$ cat config.mk
export PLATFORM = sky130hd
export DESIGN_NAME = nbp_host
export DESIGN_NICKNAME = d
export VERILOG_FILES = /design/src/logic/nbp_pkg.sv /design/src/logic/nbp_host.sv
export VERILOG_INCLUDE_DIRS = /design/src /design/src/logic
export SDC_FILE = /design/constraint.sdc
export NUM_CORES = 2
export LEC_CHECK = 0
export BUFFER_PORTS_ARGS = -buffer_cell sky130_fd_sc_hd__clkbuf_2
export CORE_MARGIN = 5
export CORE_UTILIZATION = 60
export DETAILED_ROUTE_END_ITERATION = 8
export PLACE_DENSITY = 0.76
export SETUP_SLACK_MARGIN = 0.5
export SKIP_CTS_REPAIR_TIMING = 1
export SYNTH_ARGS = -nofsm -noshare
export SYNTH_HDL_FRONTEND = slang
export SYNTH_SLANG_ARGS = --single-unit
$ cat constraint.sdc
create_clock -name i_mclk -period 3.7 [get_ports i_mclk]
set_input_delay 0.74 -clock i_mclk [delete_from_list [all_inputs] [get_ports i_mclk]]
set_output_delay 0.74 -clock i_mclk [all_outputs]
set_load 0.005 [all_outputs]
$ cat src/logic/nbp_params.svh
// Purpose: Timing counts, command codes and layout figures for the flash host sequencer.
// Assumes: A 40 MHz system clock.
// Notes: Times keep their own units; the cycle counts derive from them.
`ifndef NBP_PARAMS_SVH
`define NBP_PARAMS_SVH

// ****************************************************************
// Clock and timing
// ****************************************************************
`define NBP_CLK_MHZ 40
`define NBP_T_WB_NS 100
`define NBP_T_ADL_NS 70
`define NBP_T_WHR_NS 60
`define NBP_T_RR_NS 20
`define NBP_T_R_US 25
`define NBP_T_PROG_US 700
`define NBP_T_BERS_MS 10
// Least times round up to whole cycles.
`define NBP_NS2CYC(t) (((t) * `NBP_CLK_MHZ + 999) / 1000)

// ****************************************************************
// Command codes
// ****************************************************************
`define NBP_CMD_READ1 8'h00
`define NBP_CMD_READ2 8'h30
`define NBP_CMD_PROG1 8'h80
`define NBP_CMD_PROG2 8'h10
`define NBP_CMD_ERASE1 8'h60
`define NBP_CMD_ERASE2 8'hD0
`define NBP_CMD_STATUS 8'h70

// ****************************************************************
// Array layout and policy figures
// ****************************************************************
`define NBP_PARTIAL_PROGRAM_LIMIT 4
`define NBP_ECC_CHUNK_BYTES 528
`define NBP_SPARE_COLUMN 2048
`define NBP_ERASED_BYTE 8'hFF
`define NBP_STATUS_FAIL_BIT 0
`define NBP_COL_CYCLES 2
`define NBP_ROW_CYCLES 3

`endif

$ cat src/logic/nbp_pkg.sv
// Purpose: Types shared by the flash host sequencer.
// Assumes: Nothing beyond the parameter header.
// Notes: Holds types only; figures live in the header.
package nbp_pkg;

    // Operations the user may request.
    typedef enum logic [1:0] {
        NBP_OP_READ = 2'd0,
        NBP_OP_PROG = 2'd1,
        NBP_OP_ERASE = 2'd2,
        NBP_OP_SCAN = 2'd3
    } nbp_op_t;

    // Sequencer states, one-hot.
    typedef enum logic [11:0] {
        NBP_ST_IDLE = 12'b0000_0000_0001,
        NBP_ST_CMD1 = 12'b0000_0000_0010,
        NBP_ST_ADDR = 12'b0000_0000_0100,
        NBP_ST_DIN = 12'b0000_0000_1000,
        NBP_ST_CMD2 = 12'b0000_0001_0000,
        NBP_ST_WB = 12'b0000_0010_0000,
        NBP_ST_RB = 12'b0000_0100_0000,
        NBP_ST_STAT = 12'b0000_1000_0000,
        NBP_ST_SRD = 12'b0001_0000_0000,
        NBP_ST_DOUT = 12'b0010_0000_0000,
        NBP_ST_GAP = 12'b0100_0000_0000,
        NBP_ST_DONE = 12'b1000_0000_0000
    } nbp_state_t;

endpackage

$ cat src/logic/nbp_host.sv
// Purpose: Host sequencer that drives an asynchronous NAND flash over its pins.
// Assumes: Pin inputs synchronous to i_mclk; one device on the bus.
// Notes: Every byte transfer takes three clock phases: writes set up, strobe low, strobe high; reads strobe low for two phases, then high.
//
// Functional notes
// - No new command within 100 ns strobe-to-busy.
// - At most four partial programs per page; the host counts them for the last programmed page only.
// - Scan markers into table before program/erase.
// - Check status after program and erase.
// - Apply ECC on every 528-byte chunk; the host computes no ECC and only marks chunk ends on read data.
// - Program pages in ascending order per block; the host checks order against the last programmed page only.
`timescale 1ns/1ps
`include "nbp_params.svh"

module nbp_host #(
    parameter int BLK_BITS = 11,
    parameter int PAGE_BITS = 6,
    parameter int READ_TMO = `NBP_T_R_US * `NBP_CLK_MHZ,
    parameter int PROG_TMO = `NBP_T_PROG_US * `NBP_CLK_MHZ,
    parameter int ERASE_TMO = `NBP_T_BERS_MS * 1000 * `NBP_CLK_MHZ
) (
    // Clock and reset.
    input wire logic i_mclk,
    input wire logic i_resetn,
    // User command port.
    input wire logic i_cmd_valid,
    input wire logic [1:0] i_cmd_op,
    input wire logic [BLK_BITS+PAGE_BITS-1:0] i_cmd_row,
    input wire logic [11:0] i_cmd_col,
    input wire logic [11:0] i_cmd_len,
    output logic o_cmd_ready,
    output logic o_done,
    output logic o_fail,
    output logic o_refused,
    output logic o_timeout,
    // User data streams.
    input wire logic i_wr_valid,
    input wire logic [7:0] i_wr_data,
    output logic o_wr_ready,
    output logic o_rd_valid,
    output logic [7:0] o_rd_data,
    output logic o_ecc_chunk_end,
    // Flash pins.
    output logic o_chip_en_n,
    output logic o_cmd_latch,
    output logic o_addr_latch,
    output logic o_write_strobe_n,
    output logic o_read_strobe_n,
    output logic [7:0] o_io,
    output logic o_io_oe_n,
    input wire logic [7:0] i_io,
    input wire logic i_ready_busy_n
);

    localparam int ROW_BITS = BLK_BITS + PAGE_BITS;
    localparam int NBLK = 1 << BLK_BITS;
    localparam int WB_CYC = `NBP_NS2CYC(`NBP_T_WB_NS);
    localparam int ADL_CYC = `NBP_NS2CYC(`NBP_T_ADL_NS);
    localparam int WHR_CYC = `NBP_NS2CYC(`NBP_T_WHR_NS);
    localparam int RR_CYC = `NBP_NS2CYC(`NBP_T_RR_NS);

    nbp_pkg::nbp_state_t state_r;
    nbp_pkg::nbp_state_t after_gap_r;
    nbp_pkg::nbp_op_t op_r;
    logic [1:0] ph_r;
    logic [11:0] cnt_r;
    logic [11:0] len_r;
    logic [9:0] chunk_r;
    logic [19:0] tmr_r;
    logic [19:0] tmo_r;
    logic [39:0] addr_sh_r;
    logic [ROW_BITS-1:0] row_r;
    logic [NBLK-1:0] bad_r;
    logic [BLK_BITS-1:0] last_blk_r;
    logic [PAGE_BITS-1:0] last_page_r;
    logic [2:0] nop_r;
    logic last_vld_r;
    logic [7:0] io_nxt;
    logic cle_nxt;
    logic ale_nxt;
    logic we_n_nxt;
    logic re_n_nxt;
    logic oe_n_nxt;
    logic ph_end;
    logic wr_stall;
    logic refuse;
    logic [BLK_BITS-1:0] req_blk;
    logic [PAGE_BITS-1:0] req_page;
    logic [7:0] cmd2_byte;

    // ****************************************************************
    // Request screening
    // ****************************************************************
    assign req_blk = i_cmd_row[ROW_BITS-1:PAGE_BITS];
    assign req_page = i_cmd_row[PAGE_BITS-1:0];
    // A stalled data byte freezes the phase so no strobe fires without data.
    assign wr_stall = (state_r == nbp_pkg::NBP_ST_DIN) && (ph_r == 2'd0) && !i_wr_valid;
    assign ph_end = (ph_r == 2'd2);

    // Refusal keeps known-bad blocks and illegal page orders off the array.
    always_comb
    begin
        refuse = 1'b0;
        if ((i_cmd_op == nbp_pkg::NBP_OP_PROG || i_cmd_op == nbp_pkg::NBP_OP_ERASE)
            && bad_r[req_blk])
        begin
            refuse = 1'b1;
        end
        if (i_cmd_op == nbp_pkg::NBP_OP_PROG && last_vld_r && req_blk == last_blk_r)
        begin
            if (req_page < last_page_r)
            begin
                refuse = 1'b1;
            end
            if (req_page == last_page_r && nop_r == 3'(`NBP_PARTIAL_PROGRAM_LIMIT))
            begin
                refuse = 1'b1;
            end
        end
    end

    // ****************************************************************
    // Sequencer
    // ****************************************************************
    assign cmd2_byte = (op_r == nbp_pkg::NBP_OP_PROG) ? `NBP_CMD_PROG2 :
                       (op_r == nbp_pkg::NBP_OP_ERASE) ? `NBP_CMD_ERASE2 : `NBP_CMD_READ2;

    // Main state walk; the busy wait is always bounded by the operation's worst case.
    always_ff @(posedge i_mclk or negedge i_resetn)
    begin
        if (!i_resetn)
        begin
            state_r <= nbp_pkg::NBP_ST_IDLE;
            after_gap_r <= nbp_pkg::NBP_ST_IDLE;
            op_r <= nbp_pkg::NBP_OP_READ;
            ph_r <= 2'd0;
            cnt_r <= 12'h000;
            len_r <= 12'h000;
            tmr_r <= 20'h0_0000;
            tmo_r <= 20'h0_0000;
            addr_sh_r <= 40'h00_0000_0000;
            row_r <= '0;
        end
        else
        begin
            // Phase runs only in pin states, so each byte starts at phase zero.
            ph_r <= (!(|(state_r & 12'h039E)) || wr_stall || ph_end) ? 2'd0 : ph_r + 2'd1;
            case (state_r)
                nbp_pkg::NBP_ST_IDLE:
                begin
                    if (i_cmd_valid && !refuse)
                    begin
                        op_r <= nbp_pkg::nbp_op_t'(i_cmd_op);
                        row_r <= i_cmd_row;
                        len_r <= (i_cmd_op == nbp_pkg::NBP_OP_SCAN) ? 12'h001 : i_cmd_len;
                        cnt_r <= 12'h000;
                        if (i_cmd_op == nbp_pkg::NBP_OP_ERASE)
                        begin
                            addr_sh_r <= {16'h0000, 24'(i_cmd_row)};
                        end
                        else if (i_cmd_op == nbp_pkg::NBP_OP_SCAN)
                        begin
                            addr_sh_r <= {24'(i_cmd_row), 16'(`NBP_SPARE_COLUMN)};
                        end
                        else
                        begin
                            addr_sh_r <= {24'(i_cmd_row), 4'h0, i_cmd_col};
                        end
                        case (nbp_pkg::nbp_op_t'(i_cmd_op))
                            nbp_pkg::NBP_OP_ERASE: tmo_r <= 20'(ERASE_TMO);
                            nbp_pkg::NBP_OP_PROG: tmo_r <= 20'(PROG_TMO);
                            default: tmo_r <= 20'(READ_TMO);
                        endcase
                        state_r <= nbp_pkg::NBP_ST_CMD1;
                    end
                end
                nbp_pkg::NBP_ST_CMD1:
                begin
                    if (ph_end)
                    begin
                        state_r <= nbp_pkg::NBP_ST_ADDR;
                    end
                end
                nbp_pkg::NBP_ST_ADDR:
                begin
                    if (ph_end)
                    begin
                        addr_sh_r <= addr_sh_r >> 8;
                        cnt_r <= cnt_r + 12'h001;
                        if (cnt_r == ((op_r == nbp_pkg::NBP_OP_ERASE) ?
                            12'(`NBP_ROW_CYCLES - 1) :
                            12'(`NBP_COL_CYCLES + `NBP_ROW_CYCLES - 1)))
                        begin
                            cnt_r <= 12'h000;
                            if (op_r == nbp_pkg::NBP_OP_PROG)
                            begin
                                tmr_r <= 20'(ADL_CYC);
                                after_gap_r <= nbp_pkg::NBP_ST_DIN;
                                state_r <= nbp_pkg::NBP_ST_GAP;
                            end
                            else
                            begin
                                state_r <= nbp_pkg::NBP_ST_CMD2;
                            end
                        end
                    end
                end
                nbp_pkg::NBP_ST_DIN:
                begin
                    if (ph_end)
                    begin
                        cnt_r <= cnt_r + 12'h001;
                        if (cnt_r + 12'h001 >= len_r)
                        begin
                            state_r <= nbp_pkg::NBP_ST_CMD2;
                        end
                    end
                end
                nbp_pkg::NBP_ST_CMD2:
                begin
                    if (ph_end)
                    begin
                        tmr_r <= 20'(WB_CYC);
                        state_r <= nbp_pkg::NBP_ST_WB;
                    end
                end
                nbp_pkg::NBP_ST_WB:
                begin
                    // Ready/busy is blind until busy can have asserted.
                    tmr_r <= tmr_r - 20'h0_0001;
                    if (tmr_r == 20'h0_0001)
                    begin
                        tmr_r <= tmo_r;
                        state_r <= nbp_pkg::NBP_ST_RB;
                    end
                end
                nbp_pkg::NBP_ST_RB:
                begin
                    tmr_r <= tmr_r - 20'h0_0001;
                    if (i_ready_busy_n)
                    begin
                        cnt_r <= 12'h000;
                        if (op_r == nbp_pkg::NBP_OP_PROG || op_r == nbp_pkg::NBP_OP_ERASE)
                        begin
                            state_r <= nbp_pkg::NBP_ST_STAT;
                        end
                        else
                        begin
                            tmr_r <= 20'(RR_CYC);
                            after_gap_r <= nbp_pkg::NBP_ST_DOUT;
                            state_r <= nbp_pkg::NBP_ST_GAP;
                        end
                    end
                    else if (tmr_r == 20'h0_0000)
                    begin
                        state_r <= nbp_pkg::NBP_ST_DONE;
                    end
                end
                nbp_pkg::NBP_ST_STAT:
                begin
                    if (ph_end)
                    begin
                        tmr_r <= 20'(WHR_CYC);
                        after_gap_r <= nbp_pkg::NBP_ST_SRD;
                        state_r <= nbp_pkg::NBP_ST_GAP;
                    end
                end
                nbp_pkg::NBP_ST_SRD:
                begin
                    if (ph_end)
                    begin
                        state_r <= nbp_pkg::NBP_ST_DONE;
                    end
                end
                nbp_pkg::NBP_ST_DOUT:
                begin
                    if (ph_end)
                    begin
                        cnt_r <= cnt_r + 12'h001;
                        if (cnt_r + 12'h001 >= len_r)
                        begin
                            state_r <= nbp_pkg::NBP_ST_DONE;
                        end
                    end
                end
                nbp_pkg::NBP_ST_GAP:
                begin
                    tmr_r <= tmr_r - 20'h0_0001;
                    if (tmr_r <= 20'h0_0001)
                    begin
                        state_r <= after_gap_r;
                    end
                end
                nbp_pkg::NBP_ST_DONE:
                begin
                    state_r <= nbp_pkg::NBP_ST_IDLE;
                end
                default:
                begin
                    state_r <= nbp_pkg::NBP_ST_IDLE;
                end
            endcase
        end
    end

    // ****************************************************************
    // Pin drive
    // ****************************************************************
    // Next pin levels by state and phase; pins are then registered.
    always_comb
    begin
        io_nxt = 8'h00;
        cle_nxt = 1'b0;
        ale_nxt = 1'b0;
        we_n_nxt = 1'b1;
        re_n_nxt = 1'b1;
        oe_n_nxt = 1'b1;
        case (state_r)
            nbp_pkg::NBP_ST_CMD1, nbp_pkg::NBP_ST_CMD2, nbp_pkg::NBP_ST_STAT:
            begin
                cle_nxt = 1'b1;
                oe_n_nxt = 1'b0;
                we_n_nxt = (ph_r != 2'd1);
                io_nxt = (state_r == nbp_pkg::NBP_ST_STAT) ? `NBP_CMD_STATUS :
                         (state_r == nbp_pkg::NBP_ST_CMD2) ? cmd2_byte :
                         (op_r == nbp_pkg::NBP_OP_PROG) ? `NBP_CMD_PROG1 :
                         (op_r == nbp_pkg::NBP_OP_ERASE) ? `NBP_CMD_ERASE1 : `NBP_CMD_READ1;
            end
            nbp_pkg::NBP_ST_ADDR:
            begin
                ale_nxt = 1'b1;
                oe_n_nxt = 1'b0;
                we_n_nxt = (ph_r != 2'd1);
                io_nxt = addr_sh_r[7:0];
            end
            nbp_pkg::NBP_ST_DIN:
            begin
                oe_n_nxt = 1'b0;
                we_n_nxt = !(ph_r == 2'd1);
                io_nxt = o_io;
            end
            nbp_pkg::NBP_ST_SRD, nbp_pkg::NBP_ST_DOUT:
            begin
                re_n_nxt = (ph_r == 2'd2);
            end
            default:
            begin
                io_nxt = 8'h00;
            end
        endcase
    end

    // Registered pins; the data byte is captured when the user hands it over.
    always_ff @(posedge i_mclk or negedge i_resetn)
    begin
        if (!i_resetn)
        begin
            o_chip_en_n <= 1'b1;
            o_cmd_latch <= 1'b0;
            o_addr_latch <= 1'b0;
            o_write_strobe_n <= 1'b1;
            o_read_strobe_n <= 1'b1;
            o_io <= 8'h00;
            o_io_oe_n <= 1'b1;
            o_wr_ready <= 1'b0;
        end
        else
        begin
            o_chip_en_n <= (state_r == nbp_pkg::NBP_ST_IDLE) || (state_r == nbp_pkg::NBP_ST_DONE);
            o_cmd_latch <= cle_nxt;
            o_addr_latch <= ale_nxt;
            o_write_strobe_n <= we_n_nxt;
            o_read_strobe_n <= re_n_nxt;
            o_io_oe_n <= oe_n_nxt;
            o_wr_ready <= 1'b0;
            if (state_r == nbp_pkg::NBP_ST_DIN && ph_r == 2'd0 && i_wr_valid)
            begin
                o_io <= i_wr_data;
                o_wr_ready <= 1'b1;
            end
            else
            begin
                o_io <= io_nxt;
            end
        end
    end

    // ****************************************************************
    // Results, read data and ECC framing
    // ****************************************************************
    // Answers to the user; the refusal answer is given without touching the pins.
    always_ff @(posedge i_mclk or negedge i_resetn)
    begin
        if (!i_resetn)
        begin
            o_cmd_ready <= 1'b0;
            o_done <= 1'b0;
            o_fail <= 1'b0;
            o_refused <= 1'b0;
            o_timeout <= 1'b0;
            o_rd_valid <= 1'b0;
            o_rd_data <= 8'h00;
            o_ecc_chunk_end <= 1'b0;
            chunk_r <= 10'h000;
        end
        else
        begin
            o_cmd_ready <= (state_r == nbp_pkg::NBP_ST_IDLE) && !i_cmd_valid;
            o_done <= (state_r == nbp_pkg::NBP_ST_DONE) ||
                      (state_r == nbp_pkg::NBP_ST_IDLE && i_cmd_valid && refuse);
            o_refused <= (state_r == nbp_pkg::NBP_ST_IDLE) && i_cmd_valid && refuse;
            if (state_r == nbp_pkg::NBP_ST_IDLE && i_cmd_valid)
            begin
                o_fail <= 1'b0;
                o_timeout <= 1'b0;
                chunk_r <= 10'h000;
            end
            if (state_r == nbp_pkg::NBP_ST_RB && !i_ready_busy_n && tmr_r == 20'h0_0000)
            begin
                o_timeout <= 1'b1;
                o_fail <= 1'b1;
            end
            if (state_r == nbp_pkg::NBP_ST_SRD && ph_end)
            begin
                o_fail <= i_io[`NBP_STATUS_FAIL_BIT];
            end
            o_rd_valid <= (state_r == nbp_pkg::NBP_ST_DOUT) && ph_end;
            o_ecc_chunk_end <= 1'b0;
            if (state_r == nbp_pkg::NBP_ST_DOUT && ph_end)
            begin
                o_rd_data <= i_io;
                // Marks each codeword boundary for the user's corrector.
                chunk_r <= (chunk_r == 10'(`NBP_ECC_CHUNK_BYTES - 1)) ? 10'h000 : chunk_r + 10'h001;
                o_ecc_chunk_end <= (chunk_r == 10'(`NBP_ECC_CHUNK_BYTES - 1));
            end
        end
    end

    // ****************************************************************
    // Block policy tables
    // ****************************************************************
    // Bad-block table fed by factory markers and by failed status reads.
    always_ff @(posedge i_mclk or negedge i_resetn)
    begin
        if (!i_resetn)
        begin
            bad_r <= '0;
        end
        else if (state_r == nbp_pkg::NBP_ST_DOUT && ph_end && op_r == nbp_pkg::NBP_OP_SCAN
                 && i_io != `NBP_ERASED_BYTE)
        begin
            bad_r[row_r[ROW_BITS-1:PAGE_BITS]] <= 1'b1;
        end
        else if (state_r == nbp_pkg::NBP_ST_SRD && ph_end && i_io[`NBP_STATUS_FAIL_BIT])
        begin
            bad_r[row_r[ROW_BITS-1:PAGE_BITS]] <= 1'b1;
        end
    end

    // Last programmed page and its partial program count; an erase of that block clears it.
    always_ff @(posedge i_mclk or negedge i_resetn)
    begin
        if (!i_resetn)
        begin
            last_vld_r <= 1'b0;
            last_blk_r <= '0;
            last_page_r <= '0;
            nop_r <= 3'd0;
        end
        else if (state_r == nbp_pkg::NBP_ST_IDLE && i_cmd_valid && !refuse)
        begin
            if (i_cmd_op == nbp_pkg::NBP_OP_PROG)
            begin
                last_vld_r <= 1'b1;
                last_blk_r <= req_blk;
                last_page_r <= req_page;
                nop_r <= (last_vld_r && req_blk == last_blk_r && req_page == last_page_r) ?
                         nop_r + 3'd1 : 3'd1;
            end
            else if (i_cmd_op == nbp_pkg::NBP_OP_ERASE && req_blk == last_blk_r)
            begin
                last_vld_r <= 1'b0;
            end
        end
    end

endmodule

==> metrics.md <==
| Metric | Value |
|---|---|
| Status | complete, but fails checks |
| Violated checks | negative setup slack |
| Clock share of power | 0.399 |
| Setup-failing EPs final | 107 |
| Synthesized net count | approximately 7200 |
| Int Power | around 41 mW |
| # IOs | 94 |
| Clk buf depth | 3 |
| Peak-usage layer in the global routing report | met2 |
| Share of cells above drive strength 1 | 0.2345 |
| CTS Buf Count | 214 |
| FF+latch count, synth | between 2000 and 2500 |
| CTS Sinks | roughly 2200 |
| RR Startpoint | bad_r[1471] |
| Largest net degree at the start of global routing | 150 |
| Leakage power | 50.53 nW |
| Reg2reg setup slack | -0.53 ns |
| Area grow syn2layout | 16.82% |
| Fin. max-slew vios | 0 |
| Arr. time, crit path | approximately 5.0 ns |
| Commonest non-fill, non-tap cell in the layout | dfrtp_1 |
| Sw Share | 0.2941 |
| Fillers | slightly above 10000 |
| Hold Crit Start | i_cmd_valid |
| Gpl congestion | roughly 0.93 |
| Maximum vdd drop | approximately 520 uV |
| Syn Area/Cell | 13.34 um2 |
| NetSw | ~17 mW |
| Final net count | 7602 |
| Core area | ~160000 um2 |
| Die height | about 410 um |
| Vias in the first global route | between 60000 and 70000 |
| Clk_skew | 0.03187 ns |
| Cells after Synth | a little over 7000 |
| CTS tree | done |
| First-pass GRT wire length | 459700 um |
| Hold path cells | 2 |
| Slew headroom | 0.1934 |
| Initial DRC Count | about 8600 |
| Worst-margin pin slew | 1.206 ns |
| Synth warn | 0 |
| Critical Path RT | 4.43 ns |
| Pwr Density | between 500 and 600 nW/um2 |
| Setup_tns | -50.83 ns |
| CP Launch Type | primary input |
| Clk slew on worst S/H paths | 0.06 ns |
| Skew-Pair Late Insertion Delay | 0.85 ns |
| Antenna viol nets, final | 0 |
| Drt pass-1 iters | 6 |
| DPL Wire Length | 183600 um |
| Total Routing Usage GR | 0.3658 |
| Std-Cell Rows | 146 |
| Count of input and output buffers | between 90 and 100 |
| Synth Flop Type | dfrtp_1 |
| Hold Path End | o_cmd_ready |
| M3 GR Usage | 0.1082 |
| Die width | slightly above 400 um |
| Async SR Flop Fraction | 1.000 |
| Fin crit period | 4.278 ns |
| DRC viols | 0 |
| Max-Cap Viols | 0 |
| Synth Cell Area | 95150 um2 |
| Combinational group share of total power | 0.161 |
| Initial antenna violation count | 8 |
| Number of failing hold endpoints at the final stage | 0 |
| Fmax | between 200 and 250 MHz |
| Reg2Reg Depth | 15 |
| GR Layer Usage met1 | 0.5075 |
| Vias per cell | 6.996 |
| Min setup slack post-route | -0.5779 ns |
| Total grt overflow | 0 |
| Crit path kind | primary input to flop |
| Max FO, Critical Path | 25 |
| RR Endpoint | addr_sh_r[18] |
| Total wire length | slightly above 300000 um |
| Hold_ws | around 0.11 ns |
| WL/cell | between 30 and 40 um |
| Full die area | 166600 um2 |
| Root Buffer | clkbuf_16 |
| Min-delay worst type | primary input to flop |
| Number of synthesized flops with an enable pin | 0 |
| Initial Utilization | 0.6021 |
| Crit end category | flop |
| Post-place setup slack | -1.722 ns |
| Most frequent cells in the layout | dfrtp_1 (2213), o21bai_1 (2047), buf_4 (576), mux4_2 (434), nand2_1 (303) |
| Sequential cell area | between 50000 and 60000 um2 |
| Sequential-to-total area share from yosys stat | 0.5847 |
| CTS HTree Levels | 4 |
| Multi-input logic area | approximately 37000 um2 |
| Part of the power in registers | 0.440 |
| Distinct cells, synth | 76 |
| RSZ-0062 raised after global routing | yes |
| Met2 usage | 0.5345 |
| Via count | 68330 |
| Period utilization | 1.156 |
-- final cells by class --
cell class / instances / area share
tap: 2072 / 0.02332
sequential: 2223 / 0.5006
multi-input combinational: 4185 / 0.3353
clock inverter: 97 / 0.01203
clock buffer: 301 / 0.05535
inverter: 55 / 0.001880
antenna: 10 / 0.0002251
timing repair buffer: 824 / 0.07134
-- power by group through the flow --
| stage | Clock, mW | Sequential, mW | Combinational (mW) |
|---|---|---|---|
| floorplan | 0 | 25.6 | 3.78 |
| global placement | 0 | 25.9 | 8.17 |
| detailed placement | 0 | 25.9 | 8.27 |
| CTS | 23.2 | 25.5 | 8.32 |
| global route | 24.3 | 25.6 | 9.51 |
| finish | 23.2 | 25.6 | 9.36 |
-- worst max-delay path by stage --
stage	from	endpoint	slack (ns)	cells past startpoint
2_1_floorplan	i_cmd_row[6]	last_blk_r[0]	-0.11	17
4_1_cts	i_cmd_row[6]	last_page_r[5]	-0.94	17
3_5_place_dp	i_cmd_row[6]	last_page_r[5]	-1.72	18
3_3_place_gp	i_cmd_row[6]	last_page_r[3]	-1.71	18
5_1_grt	bad_r[1415]	addr_sh_r[27]	-0.58	17
6_report	i_cmd_row[8]	addr_sh_r[23]	-0.58	20
-- metrics by stage --
stage | area [um2] | instances | utilization | power [mW]
final | 111200 | 9767 | 0.7034 | 58.10
after global routing | 111100 | 9757 | 0.7033 | 59.43
after CTS | 109400 | 9667 | 0.6925 | 57.06
after detailed placement | 101900 | 9269 | 0.6451 | 34.19
after global placement | 101900 | 9269 | 0.6451 | 34.05
after floorplan | 95650 | 7135 | - | 29.41
-- Yosys cell counts (13+ instances only) --
master    count  area share
nand3_1     141      0.0074
a22oi_1     136       0.011
a21oi_1      80      0.0042
and2_1       13     0.00085
buf_1        14     0.00055
clkbuf_1    506       0.020
o21ai_0     107      0.0056
a32oi_1      15      0.0014
inv_1        52      0.0021
nor2b_1      21      0.0014
buf_4        31      0.0024
o221a_2      25      0.0030
nand2_1     326       0.013
nand3b_1     27      0.0021
nor3b_1      14      0.0011
nand4_1      26      0.0017
dfrtp_1    2217        0.58
nor3_1       45      0.0024
xnor2_1      16      0.0015
buf_2        94      0.0049
nor4_1       19      0.0012
a22o_1       16      0.0015
a31oi_1      22      0.0014
a21o_1       18      0.0014
mux2_2       18      0.0021
a221oi_1     17      0.0016
a211oi_1     23      0.0018
o21bai_1   2047        0.16
ha_1         35      0.0046
and3_1       27      0.0018
nor2_1      107      0.0042
buf_6        27      0.0032
o22ai_1      16      0.0011
mux2i_1     231       0.024
nand2b_1     19      0.0012
mux4_2      434        0.10
-- state kept, by name, indices dropped and copies added, names as in the netlist, 2 cells and up --
register / flops
addr_sh_r: 33
after_gap_r: 4
bad_r: 2048
chunk_r: 10
cnt_r: 12
last_blk_r: 11
last_page_r: 6
len_r: 12
nop_r: 3
o_io: 8
o_rd_data: 8
op_r: 2
ph_r: 2
row_r: 11
state_r: 12
tmo_r: 6
tmr_r: 20
-- critical path, cell delays in order --
cell,delay (ns)
clkbuf_8,0.16
buf_12,0.19
nor2b_4,0.42
buf_4,0.29
a22o_1,0.16
a221oi_1,0.05
buf_4,0.14
nor3_1,0.28
nor3_4,0.13
buf_4,0.16
nor3_1,0.59
o21ai_0,0.19
buf_4,0.18
nand3b_1,0.27
a211oi_4,0.12
buf_6,0.15
buf_12,0.14
nand2b_4,0.19
buf_12,0.18
o221a_2,0.25
-- cell families (layout without fill, tap and decap cells) --
logic type                 Yosys count  in the layout  synth area share
xor gates and xnor gates            22             22          0.002025
adders and majority gates           35             35          0.004603
buffers and inverters              727           1277           0.03327
DFF                               2223           2223            0.5847
AOI/OAI and AO/OA                 2611           2611            0.2032
muxes                              694            694            0.1309
and+or+nand+nor                    823            823           0.04127
other                                0             10                 0
-- layer usage --
metal | up-vias | part of all wire
met5 | - | 0.00020
li1 | 27040 | -
met4 | 6 | 0.061
met3 | 1178 | 0.13
met2 | 4541 | 0.44
met1 | 35570 | 0.37
No activity file was read; power rests on OpenSTA's default activity.
